$ cat config.mk
export PLATFORM = sky130hd
export DESIGN_NAME = powerline_fault_interrupt_ctrl
export DESIGN_NICKNAME = d
export VERILOG_FILES = /design/src/fault_irq_pkg.sv /design/src/powerline_fault_interrupt_ctrl.sv
export SDC_FILE = /design/constraint.sdc
export NUM_CORES = 1
export LEC_CHECK = 0
export BUFFER_PORTS_ARGS = -buffer_cell sky130_fd_sc_hd__buf_2
export CORE_ASPECT_RATIO = 0.8
export CORE_MARGIN = 1.5
export CORE_UTILIZATION = 43
export CTS_BUF_LIST = sky130_fd_sc_hd__clkbuf_4 sky130_fd_sc_hd__clkbuf_8 sky130_fd_sc_hd__clkbuf_16
export CTS_CLUSTER_SIZE = 28
export DETAILED_ROUTE_END_ITERATION = 8
export PLACE_DENSITY = 0.84
export SYNTH_ARGS = -nofsm -noshare
export SYNTH_HDL_FRONTEND = slang
export SYNTH_SLANG_ARGS = --single-unit
$ cat constraint.sdc
create_clock -name mclk -period 2.1 [get_ports mclk]
set_clock_uncertainty 0.15 [all_clocks]
set_input_delay 0.21 -clock mclk [delete_from_list [all_inputs] [get_ports mclk]]
set_output_delay 0.21 -clock mclk [all_outputs]
set_load 0.005 [all_outputs]
$ cat src/fault_irq_pkg.sv
// Shared constants and types for the powerline fault and interrupt block.
// Assumes a 100 MHz system clock and a 32-bit APB register bus.
package fault_irq_pkg;
    // Register byte offsets
    localparam logic [7:0] ctl1_off = 8'h00;
    localparam logic [7:0] ctl2_off = 8'h04;
    localparam logic [7:0] flag_off = 8'h08;
    localparam logic [7:0] irq_stat_off = 8'h0c;
    localparam logic [7:0] irq_mask_off = 8'h10;
    localparam logic [7:0] path_off = 8'h14;
    // Field positions
    localparam int unsigned cfg_zero_bit = 7;
    localparam int unsigned cur_bit = 6;
    localparam int unsigned therm_bit = 5;
    localparam int unsigned cal_lsb = 0;
    localparam int unsigned tx_en_bit = 0;
    localparam int unsigned rx_en_bit = 1;
    // Reset values
    localparam logic [7:0] ctl1_rst = 8'h00;
    localparam logic [7:0] ctl2_rst = 8'h00;
    localparam logic [1:0] mask_rst = 2'h0;
    // Calibration routings
    typedef enum logic [1:0] {
        cal_off_e = 2'h0,
        cal_tx_e = 2'h1,
        cal_rx_e = 2'h2,
        cal_txgain_e = 2'h3
    } cal_mode_t;
    // Routing switches for the analog chain
    typedef struct packed {
        logic tx_gain;
        logic tx_filter;
        logic rx_gain1;
        logic rx_filter;
        logic rx_gain2;
    } cal_route_t;
    // Analog event inputs
    typedef struct packed {
        logic cur_limit;
        logic temp_hi;
        logic temp_lo;
    } fault_in_t;
endpackage

$ cat src/powerline_fault_interrupt_ctrl.sv
// Fault flags, interrupt, thermal hysteresis, shutdown and path-ready logic.
// Assumes analog status inputs are asynchronous; registers written over APB.
//
// What this block does
// - Shutdown low runs normally; shutdown high sets low power and stops amplifier, routing, ready pins and bus; flag logic keeps running.
// - Shutdown never disturbs registers; they keep their values across it.
// - Current limit with enable bit 6 set sets flag bit 6 and interrupts.
// - Current-overload flag stays set until the host clears it.
// - Enable clear: amplifier still limits, flag unchanged, no interrupt.
// - Amplifier off above upper temperature, back on at lower threshold.
// - Thermal overload with enable bit 5 set sets flag bit 5 and interrupts.
// - Thermal-overload flag stays set until the host clears it.
// - Enable clear: thermal shutoff still happens, flag unchanged, no interrupt.
// - Interrupt is signalled by driving the output low; host reads flags.
// - Control bit 7 must be zero; bits 6 and 5 enable, reset zero.
// - Open-drain transmit-ready high only while transmit path enabled and ready.
// - Open-drain receive-ready high only while receive path enabled and ready.
// - Three calibration routings offered over the analog chain.
// - Calibration routing selected by the first control register.
//
// Design decisions made here: the APB slave port and the register offsets.
`timescale 1ns/1ps
module powerline_fault_interrupt_ctrl (
    // Clock and reset
    input wire logic mclk,
    input wire logic sys_rst,
    // APB slave
    input wire logic psel,
    input wire logic penable,
    input wire logic pwrite,
    input wire logic [7:0] paddr,
    input wire logic [31:0] pwdata,
    output logic [31:0] prdata,
    output logic pready,
    output logic pslverr,
    // Pins and analog status
    input wire logic shutdown_in,
    input wire fault_irq_pkg::fault_in_t fault_in,
    input wire logic tx_path_ok,
    input wire logic rx_path_ok,
    // Outputs
    output logic int_n,
    output logic irq,
    output logic pa_enable,
    output logic low_power,
    output logic tx_ready_o,
    output logic tx_ready_oe_n,
    output logic rx_ready_o,
    output logic rx_ready_oe_n,
    output fault_irq_pkg::cal_route_t cal_route
);
    import fault_irq_pkg::*;

    // Synchronisers
    logic [5:0] sync1_ff;
    logic [5:0] sync2_ff;
    always_ff @(posedge mclk or posedge sys_rst) begin
        if (sys_rst) begin
            sync1_ff <= 6'h00;
            sync2_ff <= 6'h00;
        end else begin
            sync1_ff <= {shutdown_in, fault_in, tx_path_ok, rx_path_ok};
            sync2_ff <= sync1_ff;
        end
    end
    wire logic sd_s = sync2_ff[5];
    wire logic cur_s = sync2_ff[4];
    wire logic thi_s = sync2_ff[3];
    wire logic tlo_s = sync2_ff[2];
    wire logic txok_s = sync2_ff[1];
    wire logic rxok_s = sync2_ff[0];

    // Registers
    logic [7:0] ctl1_ff;
    logic [7:0] ctl2_ff;
    logic [1:0] flag_ff;
    logic [1:0] stat_ff;
    logic [1:0] mask_ff;
    logic [1:0] path_en_ff;
    logic hot_ff;

    // Bus decode; serial access frozen while shut down
    // Access completes only at the edge where pready stands high
    wire logic acc = psel && penable && pready && !sd_s;
    wire logic wr = acc && pwrite;
    wire logic rd = acc && !pwrite;
    function automatic logic hit(input logic [7:0] a, input logic [7:0] off);
        return a == off;
    endfunction
    wire logic known = hit(paddr, ctl1_off) || hit(paddr, ctl2_off) ||
        hit(paddr, flag_off) || hit(paddr, irq_stat_off) ||
        hit(paddr, irq_mask_off) || hit(paddr, path_off);

    // Thermal hysteresis: trip above upper, release at lower
    wire logic nxt_hot = thi_s ? 1'b1 : (tlo_s ? hot_ff : 1'b0);
    wire logic cur_en = ctl2_ff[cur_bit];
    wire logic therm_en = ctl2_ff[therm_bit];
    wire logic cur_evt = cur_s && cur_en;
    wire logic therm_evt = thi_s && therm_en;
    // Host clears a flag by writing one; a new event wins
    wire logic [1:0] flag_clr = (wr && hit(paddr, flag_off)) ?
        {pwdata[cur_bit], pwdata[therm_bit]} : 2'h0;
    wire logic [1:0] flag_set = {cur_evt, therm_evt};
    wire logic [1:0] nxt_flag = flag_set | (flag_ff & ~flag_clr);
    wire logic [1:0] stat_clr = (rd && hit(paddr, irq_stat_off)) ? 2'h3 : 2'h0;
    wire logic [1:0] nxt_stat = flag_set | (stat_ff & ~stat_clr);
    wire logic flag_any = |nxt_flag;
    wire logic irq_any = |(nxt_stat & mask_ff);

    always_ff @(posedge mclk or posedge sys_rst) begin
        if (sys_rst) begin
            ctl1_ff <= ctl1_rst;
            ctl2_ff <= ctl2_rst;
            mask_ff <= mask_rst;
            path_en_ff <= 2'h0;
        end else if (wr) begin
            // Registers only change on writes, so shutdown leaves them intact
            if (hit(paddr, ctl1_off)) begin
                ctl1_ff <= pwdata[7:0];
            end
            if (hit(paddr, ctl2_off)) begin
                ctl2_ff <= pwdata[7:0];
            end
            if (hit(paddr, irq_mask_off)) begin
                mask_ff <= pwdata[1:0];
            end
            if (hit(paddr, path_off)) begin
                path_en_ff <= pwdata[1:0];
            end
        end
    end

    always_ff @(posedge mclk or posedge sys_rst) begin
        if (sys_rst) begin
            hot_ff <= 1'b0;
            flag_ff <= 2'h0;
            stat_ff <= 2'h0;
        end else begin
            hot_ff <= nxt_hot;
            flag_ff <= nxt_flag;
            stat_ff <= nxt_stat;
        end
    end

    // Read mux
    logic [31:0] rdata;
    always_comb begin
        rdata = 32'h0;
        if (hit(paddr, ctl1_off)) begin
            rdata[7:0] = ctl1_ff;
        end
        if (hit(paddr, ctl2_off)) begin
            rdata[7:0] = ctl2_ff;
        end
        if (hit(paddr, flag_off)) begin
            rdata[cur_bit] = flag_ff[1];
            rdata[therm_bit] = flag_ff[0];
        end
        if (hit(paddr, irq_stat_off)) begin
            rdata[1:0] = stat_ff;
        end
        if (hit(paddr, irq_mask_off)) begin
            rdata[1:0] = mask_ff;
        end
        if (hit(paddr, path_off)) begin
            rdata[1:0] = path_en_ff;
        end
    end

    // Calibration routing decode
    cal_mode_t mode;
    assign mode = cal_mode_t'(ctl1_ff[cal_lsb +: 2]);
    cal_route_t nxt_route;
    always_comb begin
        nxt_route = '0;
        case (mode)
            cal_tx_e: nxt_route = '{1'b1, 1'b1, 1'b0, 1'b0, 1'b0};
            cal_rx_e: nxt_route = '{1'b1, 1'b0, 1'b1, 1'b1, 1'b1};
            cal_txgain_e: nxt_route = '{1'b1, 1'b0, 1'b0, 1'b0, 1'b0};
            default: nxt_route = '0;
        endcase
        if (sd_s) nxt_route = '0;
    end

    wire logic tx_rdy = path_en_ff[tx_en_bit] && txok_s && !sd_s;
    wire logic rx_rdy = path_en_ff[rx_en_bit] && rxok_s && !sd_s;

    always_ff @(posedge mclk or posedge sys_rst) begin
        if (sys_rst) begin
            prdata <= 32'h0;
            pready <= 1'b0;
            pslverr <= 1'b0;
            int_n <= 1'b1;
            irq <= 1'b0;
            pa_enable <= 1'b0;
            low_power <= 1'b0;
            tx_ready_oe_n <= 1'b0;
            rx_ready_oe_n <= 1'b0;
            cal_route <= '0;
            tx_ready_o <= 1'b0;
            rx_ready_o <= 1'b0;
        end else begin
            // One-cycle answer; none while shut down
            pready <= psel && !pready && !sd_s;
            pslverr <= psel && !pready && !sd_s && !known;
            prdata <= rdata;
            int_n <= !flag_any;
            irq <= irq_any;
            pa_enable <= !nxt_hot && !sd_s;
            low_power <= sd_s;
            tx_ready_oe_n <= tx_rdy;
            rx_ready_oe_n <= rx_rdy;
            cal_route <= nxt_route;
            // Open-drain data stays low; the enable does the signalling
            tx_ready_o <= 1'b0;
            rx_ready_o <= 1'b0;
        end
    end
endmodule

# Word level (Yosys, flattened, before mapping)
# Cells that the tools add are included.
# op_classes
n_reduce_logical	35
mux	12
n_eq_ne	8
n_bitwise	7
# ops
op	n
logical AND 1 bit	17
== test 8 x 4 -> 1 bit, second input constant	2
== test 8 x 5 -> 1 bit, second input constant	2
two-way mux 8 bit	2
one-hot mux 5 bit (3 select lines)	1
two-way mux 2 bit	6
== test 8 x 3 -> 1 bit, second input constant	1
zero test 8 bit	1
AND reduction 2 bit	4
bitwise AND 2 bit	3
zero test 1 bit	6
logical OR 1 bit	5
two-way mux 5 bit	1
== test 2 bit, second input constant	2
inverter 2 bit	2
bitwise OR 2 bit	2
OR reduction 2 bit	2
== test 2 x 1 -> 1 bit, second input constant	1
two-way mux 1 bit	2
# word_totals
input_bits	51
word_cells	85
regBits	58
out_inout_bits	47

# Longest topological paths before layout
# Gate-level depths: netlist of run 1.
# depth
ltp_word	11
depth_mapped	6
ltp_nobuf	5

# Worst setup path before layout of run 1
# No wires, ideal clock.
# synth_timing
kind	register -> register
start	register sync2_ff[5]
end	register irq
required_time_ps	1829
setup_ps	121
n_path_buf	1
path_stages_with_launch	7
setup_slack_ps	93
arrival_ps	1736
synth_period_minus_slack_ps	2007
path_cell_list	dfrtp_1 > buf_2 > and4b_1 > nand2_1 > or4b_1 > a22o_1 > a22o_1
# synth_between
elab_chain_cells	10
# synth_rtl
item	line_no	source
from (decl)	powerline_fault_interrupt_ctrl.sv:56	logic [5:0] sync2_ff;
from (signal assigned)	powerline_fault_interrupt_ctrl.sv:63	sync2_ff <= sync1_ff;
zero test 1 bit	powerline_fault_interrupt_ctrl.sv:84	wire logic acc = psel && penable && pready && !sd_s;
logical AND 1 bit	powerline_fault_interrupt_ctrl.sv:84	
logical AND 1 bit	powerline_fault_interrupt_ctrl.sv:86	wire logic rd = acc && !pwrite;
logical AND 1 bit	powerline_fault_interrupt_ctrl.sv:105	wire logic [1:0] stat_clr = (rd && hit(paddr, irq_stat_off)) ? 2'h3 : 2'h0;
two-way mux 2 bit	powerline_fault_interrupt_ctrl.sv:105	
inverter 2 bit	powerline_fault_interrupt_ctrl.sv:106	wire logic [1:0] nxt_stat = flag_set | (stat_ff & ~stat_clr);
bitwise AND 2 bit	powerline_fault_interrupt_ctrl.sv:106	
bitwise OR 2 bit	powerline_fault_interrupt_ctrl.sv:106	
net nxt_stat[0]	powerline_fault_interrupt_ctrl.sv:106	
bitwise AND 2 bit	powerline_fault_interrupt_ctrl.sv:108	wire logic irq_any = |(nxt_stat & mask_ff);
OR reduction 2 bit	powerline_fault_interrupt_ctrl.sv:108	
net irq_any	powerline_fault_interrupt_ctrl.sv:108	
to (signal assigned)	powerline_fault_interrupt_ctrl.sv:208	irq <= irq_any;
to (decl)	powerline_fault_interrupt_ctrl.sv:43	output logic irq,
# The timed path passes the listed nets, and every way through them passes these cells.
# A chain may end at the register's enable or synchronous reset.

# Worst setup path in the final report of run 1
# Ends and elaborated chain as after synthesis.

==> impl_results.md, run 1 <==
* Gp weighted congestion at 0.828
* Place WS at 47.3 ps
* Storage element area at 0.00140 mm²
* Final setup violation count at 0
* Fillers at 456
* Post-synthesis cell count at 185
* Setup TNS at 0 ps
* Crit-path max cell delay at 510 ps
* IO Count at 98
* Die H at 68.8 µm
* Final max-slew violation count at 0
* Mapped cell area at 0.00233 mm²
* Cells along the critical path: and4b_2, nand2_1, or4b_4, a22o_1, a22o_1
* Async S/R FF share, synth at 100%
* Worst skew pair latency at 320 ps
* Slowest CP cell: or4b_4
* Clock Path Buffers at 2
* Htree depth at 2
* Avg WL per Cell at 13.5 µm
* Syn_area_per_cell at 12.6 µm²
* Final wirelength at 4.28 mm
* Antenna cells at 0
* Root Driver: clkbuf_8
* Post-layout minimum cycle time at 2040 ps
* ANT nets after route at 0
* #FFs+latches synth at 56
* CORE AREA at 0.00512 mm²
* Ys flop type: dfrtp_1
* Area leader, netlist: dfrtp_1
* Area fraction of the dominant cell type after synthesis at 59.1%
* Final core occ at 55.7%
* Initial DRC count at 63
* Slew @ Worst Pin at 536 ps
* Layout cells sized above 1 at 36.5%
* Die boundary width at 85.3 µm
* Vias/cell at 4.74
* Initial core utilization at 45.5%
* Total gr overflow at 0
* DIE AREA at 0.00587 mm²
* Via Count at 1,501
* Max Clk Rate at 490 MHz
* Global-route wire length before repair at 6.67 mm
* Class of the tightest hold or removal check: in -> reg
* Status: finished, violations left
* CP Data Required Time at 2160 ps
* Count of cell types in the netlist at 31
* Total Routing Usage GR at 15.6%
* Largest net degree at the start of global routing at 32
* Slew headroom at 64.2%
* Port bufs at 47
* Final hold violations at 0
* CTS buffer count at 5
* Largest cells by area after synthesis: dfrtp_1 (59%), mux2_2 (9.7%), buf_4 (9.0%)
* Post-synth EDFFs at 0
* Vias in the first global route at 1,412
* Initial antenna violation count at 0
* Failing checks: design-rule violations
* Pwr dens at 690 mW/mm²
* Total chip power at 1.97 mW
* Maximum fanout along the worst path at 3
* Crit Path Class: reg -> reg
* Peak VDD IR at 393 µV
* Area added between synthesis and finish at 22.4%
* Clk sinks at 56
* Leakage power at 1.47 nW
* Remaining DRCs at 6
* Cells after DPL at 295
* Startpoint types: flip-flop
* Sequential area share after synthesis at 60.2%
* Critical path arrival at 2100 ps
* Final nets at 305
* Max-cap violations at 0
* Non-Filler Instances at 317
* Tcrit/Tclk final at 97.2%
* DR pass1 iterations at 6
* Clk slew on worst S/H paths at 110 ps
* Dpl hpwl at 3.08 mm
* Row count at 23
* Post-CTS Setup Inserts at 0
* CP Capture Type: flip-flop
* Flop2flop setup slack at 60 ps
* CTS tree: done
* Yosys warnings at 0
* Most used cell, CP: a22o_1
* Setup WS post-layout at 59.8 ps
* RSZ-0062 raised after global routing: no
* Area occupied by multi-input gates at 783 µm²
[worst paths after layout]
kind	startpoint	endpoint	cells after the start
min	pwdata[0]	ctl1_ff[0]$_DFFE_PP0P_	2
min reg2reg	sync1_ff[5]$_DFF_PP0_	sync2_ff[5]$_DFF_PP0_	0
min in group asynchronous	sys_rst	sync1_ff[2]$_DFF_PP0_	3
max reg2reg	sync2_ff[5]$_DFF_PP0_	irq$_DFF_PP0_	5
max	sync2_ff[5]$_DFF_PP0_	irq$_DFF_PP0_	5
max in group asynchronous	sys_rst	prdata[3]$_DFF_PP0_	4
[area by class of cell]
cell class                 count  area share (%)
sequential                    56            49.2
multi-input combinational    117            27.5
timing repair buffer          71            16.2
tap                           62            2.72
clock buffer                   5            2.41
clock inverter                 3            1.62
inverter                       3           0.395
[stage by stage]
stage	cell area, µm²	hold slack (ps)
3_3_place_gp	2590	124
2_1_floorplan	2420	91.4
4_1_cts	2840	6.02
6_report	2850	8.08
3_5_place_dp	2590	135
5_1_grt	2850	6.69
[layer usage]
| metal | global-route usage (%) | wire [µm] | vias up |
|---|---|---|---|
| met5 | 0 | 0 | - |
| met4 | 7.86 | 79 | 0 |
| li1 | - | - | 717 |
| met2 | 24.9 | 1940 | 47 |
| met3 | 3.81 | 238 | 8 |
| met1 | 20.3 | 2020 | 729 |
[flip-flops by register name, summed over array words and instances (netlist names), 3 cells and up]
name and cells:
ctl1_ff 8, sync1_ff 6, cal_route 3, prdata 8
ctl2_ff 8, sync2_ff 6
[cells in the mapped netlist (2+ instances only)]
cell	instances
dfrtp_1	55
buf_4	28
mux2_2	20
nor2_1	15
mux2i_1	9
a21oi_1	7
nand2_1	6
nor3_1	6
nor3b_1	5
a22o_1	3
inv_1	3
a31oi_1	2
buf_1	2
buf_2	2
clkbuf_1	2
nand2b_1	2
nor2b_1	2
o21ai_0	2
or4_1	2
[layout by cell type, fill, tap and decap left out, types with 2 or more instances in the layout]
master,Yosys,layout
mux2i_1,9,9
o21ai_0,2,2
dfrtp_1,55,55
nor2_1,15,15
a21oi_1,7,7
clkbuf_8,0,5
buf_4,28,9
nor3_1,6,6
nand2_1,6,6
nand2b_1,2,2
inv_1,3,2
nor2b_1,2,2
dlygate4sd3_1,0,14
conb_1,1,26
mux2_2,20,20
nor3b_1,5,5
a22o_1,3,3
buf_2,2,47
a31oi_1,2,2
[worst max-delay path: cells and delay by family (launching register included)]
| family | cells | cell delay, ps |
|---|---|---|
| AO/OA/AOI/OAI | 2 | 450 |
| flip-flops | 1 | 420 |
| AND/OR/NAND/NOR | 3 | 910 |
[logic make-up (layout without fill, tap and decap cells)]
kind of cell,after synthesis,count (layout),synth area share (%)
AO/OA/AOI/OAI,16,16,4.30
buffers and inverters,37,82,10.6
flip-flops,56,56,60.2
multiplexers,29,29,13.5
other,1,26,0.161
AND/OR/NAND/NOR,46,46,11.2
[report_power, final]
part	total [mW]	switching [mW]	internal (mW)
Combinational	0.137	0.0760	0.0610
Clock	0.728	0.366	0.362
Sequential	1.11	0.00839	1.10
[what timing repair did]
item | in CTS | in global routing
hold buffers | 14 | 0
setup endpoints to repair | 0 | 3
hold endpoints to repair | 43 | 0
resized for setup | 0 | 3
(Power assumes the default switching activity.)
==> run 2: changes to the inputs <==
- CORE_UTILIZATION: 43 -> 51
- PLACE_DENSITY: 0.84 -> 0.92
- clock period: 2.1 -> 2.37 ns (I/O delays scaled with it)
==> run 2 against run 1 <==
Net effect:
- the flow now finishes without violations
- setup slack gained 170 ps
- global-route usage is 1.6 points higher
- die area shrank 15%
- power shrank 18%
- combinational power down 23%
- maximum frequency is 4.7% lower
- critical path depth fell by 1
- worst hold slack improved by 13 ps
- cell area down 5.1%
- clock-buffer cell count grew 2
- flip-flop and latch count stayed put
- largest power group unchanged
- highest routed layer unchanged
==> impl_results.md, run 2 (same netlist as run 1, synthesis figures left out) <==
* CTS tree: done
* Initial DRC count at 55
* Reg2reg end: ctl1_ff[4]$_DFFE_PP0P_
* Clock Path Buffers at 2
* Global-route wire length before repair at 6.33 mm
* RSZ-0062 raised after global routing: no
* Dpl hpwl at 2.82 mm
* Antenna cells at 0
* Leakage power at 1.41 nW
* Total chip power at 1.62 mW
* Commonest non-fill, non-tap cells in the layout: dfrtp_1 (55), buf_2 (47), conb_1 (26)
* Remaining DRCs at 0
* Total Routing Usage GR at 17.2%
* Layout cells sized above 1 at 35.0%
* Pwr dens at 598 mW/mm²
* Final hold violations at 0
* Worst flop-to-flop path startpoint: sync2_ff[5]$_DFF_PP0_
* CP Data Required Time at 2410 ps
* CP Capture Type: flip-flop
* ANT nets after route at 0
* HP Start: pwdata[5]
* Area added between synthesis and finish at 16.2%
* Worst skew pair latency at 300 ps
* Slew @ Worst Pin at 675 ps
* Row count at 21
* Port bufs at 47
* Status: finished, final reports clean
* Die H at 63.5 µm
* Post-layout minimum cycle time at 2140 ps
* Startpoint types: flip-flop
* Commonest non-fill, non-tap cell in the layout: dfrtp_1
* Area occupied by multi-input gates at 774 µm²
* Tcrit/Tclk final at 90.4%
* Max Clk Rate at 467 MHz
* Class of the tightest hold or removal check: in -> reg
* Storage element area at 0.00140 mm²
* Final core occ at 63.2%
* Vias in the first global route at 1,352
* WHS Path Cells at 2
* Via Count at 1,451
* Setup TNS at 0 ps
* Crit Path Class: reg -> reg
* Biggest regs: ctl1_ff (8), ctl2_ff (8), prdata (8)
* Gp weighted congestion at 0.862
* Total gr overflow at 0
* CTS buffer count at 5
* Vias/cell at 4.84
* Root Driver: clkbuf_8
* Die boundary width at 78.6 µm
* IO Count at 98
* Fillers at 329
* Clk slew on worst S/H paths at 90 ps
* Initial core utilization at 54.4%
* Final setup violation count at 0
* Max-cap violations at 0
* Final nets at 294
* R2r worst-path depth at 4
* Slew headroom at 55.0%
* Htree depth at 2
* Maximum fanout along the worst path at 8
* Final wirelength at 3.98 mm
* Avg WL per Cell at 13.3 µm
* CORE AREA at 0.00428 mm²
* Final max-slew violation count at 0
* Worst Hold Endpoint: flag_ff[0]$_DFF_PP0_
* Largest net degree at the start of global routing at 57
* Flop2flop setup slack at 230 ps
* Peak VDD IR at 400 µV
* DIE AREA at 0.00498 mm²
* Initial antenna violation count at 0
* DR pass1 iterations at 4
* Clk sinks at 56
* Critical path arrival at 2180 ps
## run 2: critical path: stages (launching register included)
cell	delay (ps)
dfrtp_1	410
and4b_1	310
nand2_1	100
or4_1	700
mux2_2	360
## run 2: metrics by stage
| step | hold slack [ps] | setup slack [ps] | cells | cell area, µm² |
|---|---|---|---|---|
| floorplan | 118 | 363 | 210 | 2420 |
| global placement | 182 | 265 | 286 | 2540 |
| detailed placement | 186 | 248 | 286 | 2540 |
| CTS | 8.50 | 230 | 300 | 2710 |
| global route | 5.73 | 145 | 300 | 2710 |
| finish | 21.4 | 229 | 300 | 2710 |
## run 2: final cells by class
cell class	instances	area share, %
clock buffers	7	3.56
multi-input cells	117	28.6
inverters	3	0.416
flip-flops and latches	56	51.8
repair buffers	60	12.9
well taps	57	2.64
## run 2: layer usage
layer  GRT usage (%)  wire length (µm)
met1            23.9              1830
met2            26.1              1860
met3            5.80               260
met4            4.69                34
met5               0                 0
## run 2: report_power, final
| part | internal, mW | switching (mW) |
|---|---|---|
| registers | 0.971 | 0.00694 |
| clock network | 0.260 | 0.273 |
| logic | 0.0416 | 0.0648 |
## run 2: how the worst max path moves through the flow
stage | from | to | cells past startpoint
2_1_floorplan | sync2_ff[5]$_DFF_PP0_ | irq$_DFF_PP0_ | 6
3_3_place_gp | sync2_ff[5]$_DFF_PP0_ | ctl1_ff[3]$_DFFE_PP0P_ | 4
3_5_place_dp | sync2_ff[5]$_DFF_PP0_ | ctl1_ff[7]$_DFFE_PP0P_ | 4
4_1_cts | sync2_ff[5]$_DFF_PP0_ | ctl1_ff[7]$_DFFE_PP0P_ | 4
5_1_grt | sync2_ff[5]$_DFF_PP0_ | ctl1_ff[3]$_DFFE_PP0P_ | 4
6_report | sync2_ff[5]$_DFF_PP0_ | ctl1_ff[4]$_DFFE_PP0P_ | 4
## run 2: what timing repair did
action / 4_1_cts / 5_1_grt
gates resized for setup: 0 / 0
hold buffers: 7 / 0
hold endpoints to repair: 61 / 0
endpoints found under the setup margin: 0 / 0
buffers inserted: 0 / 0
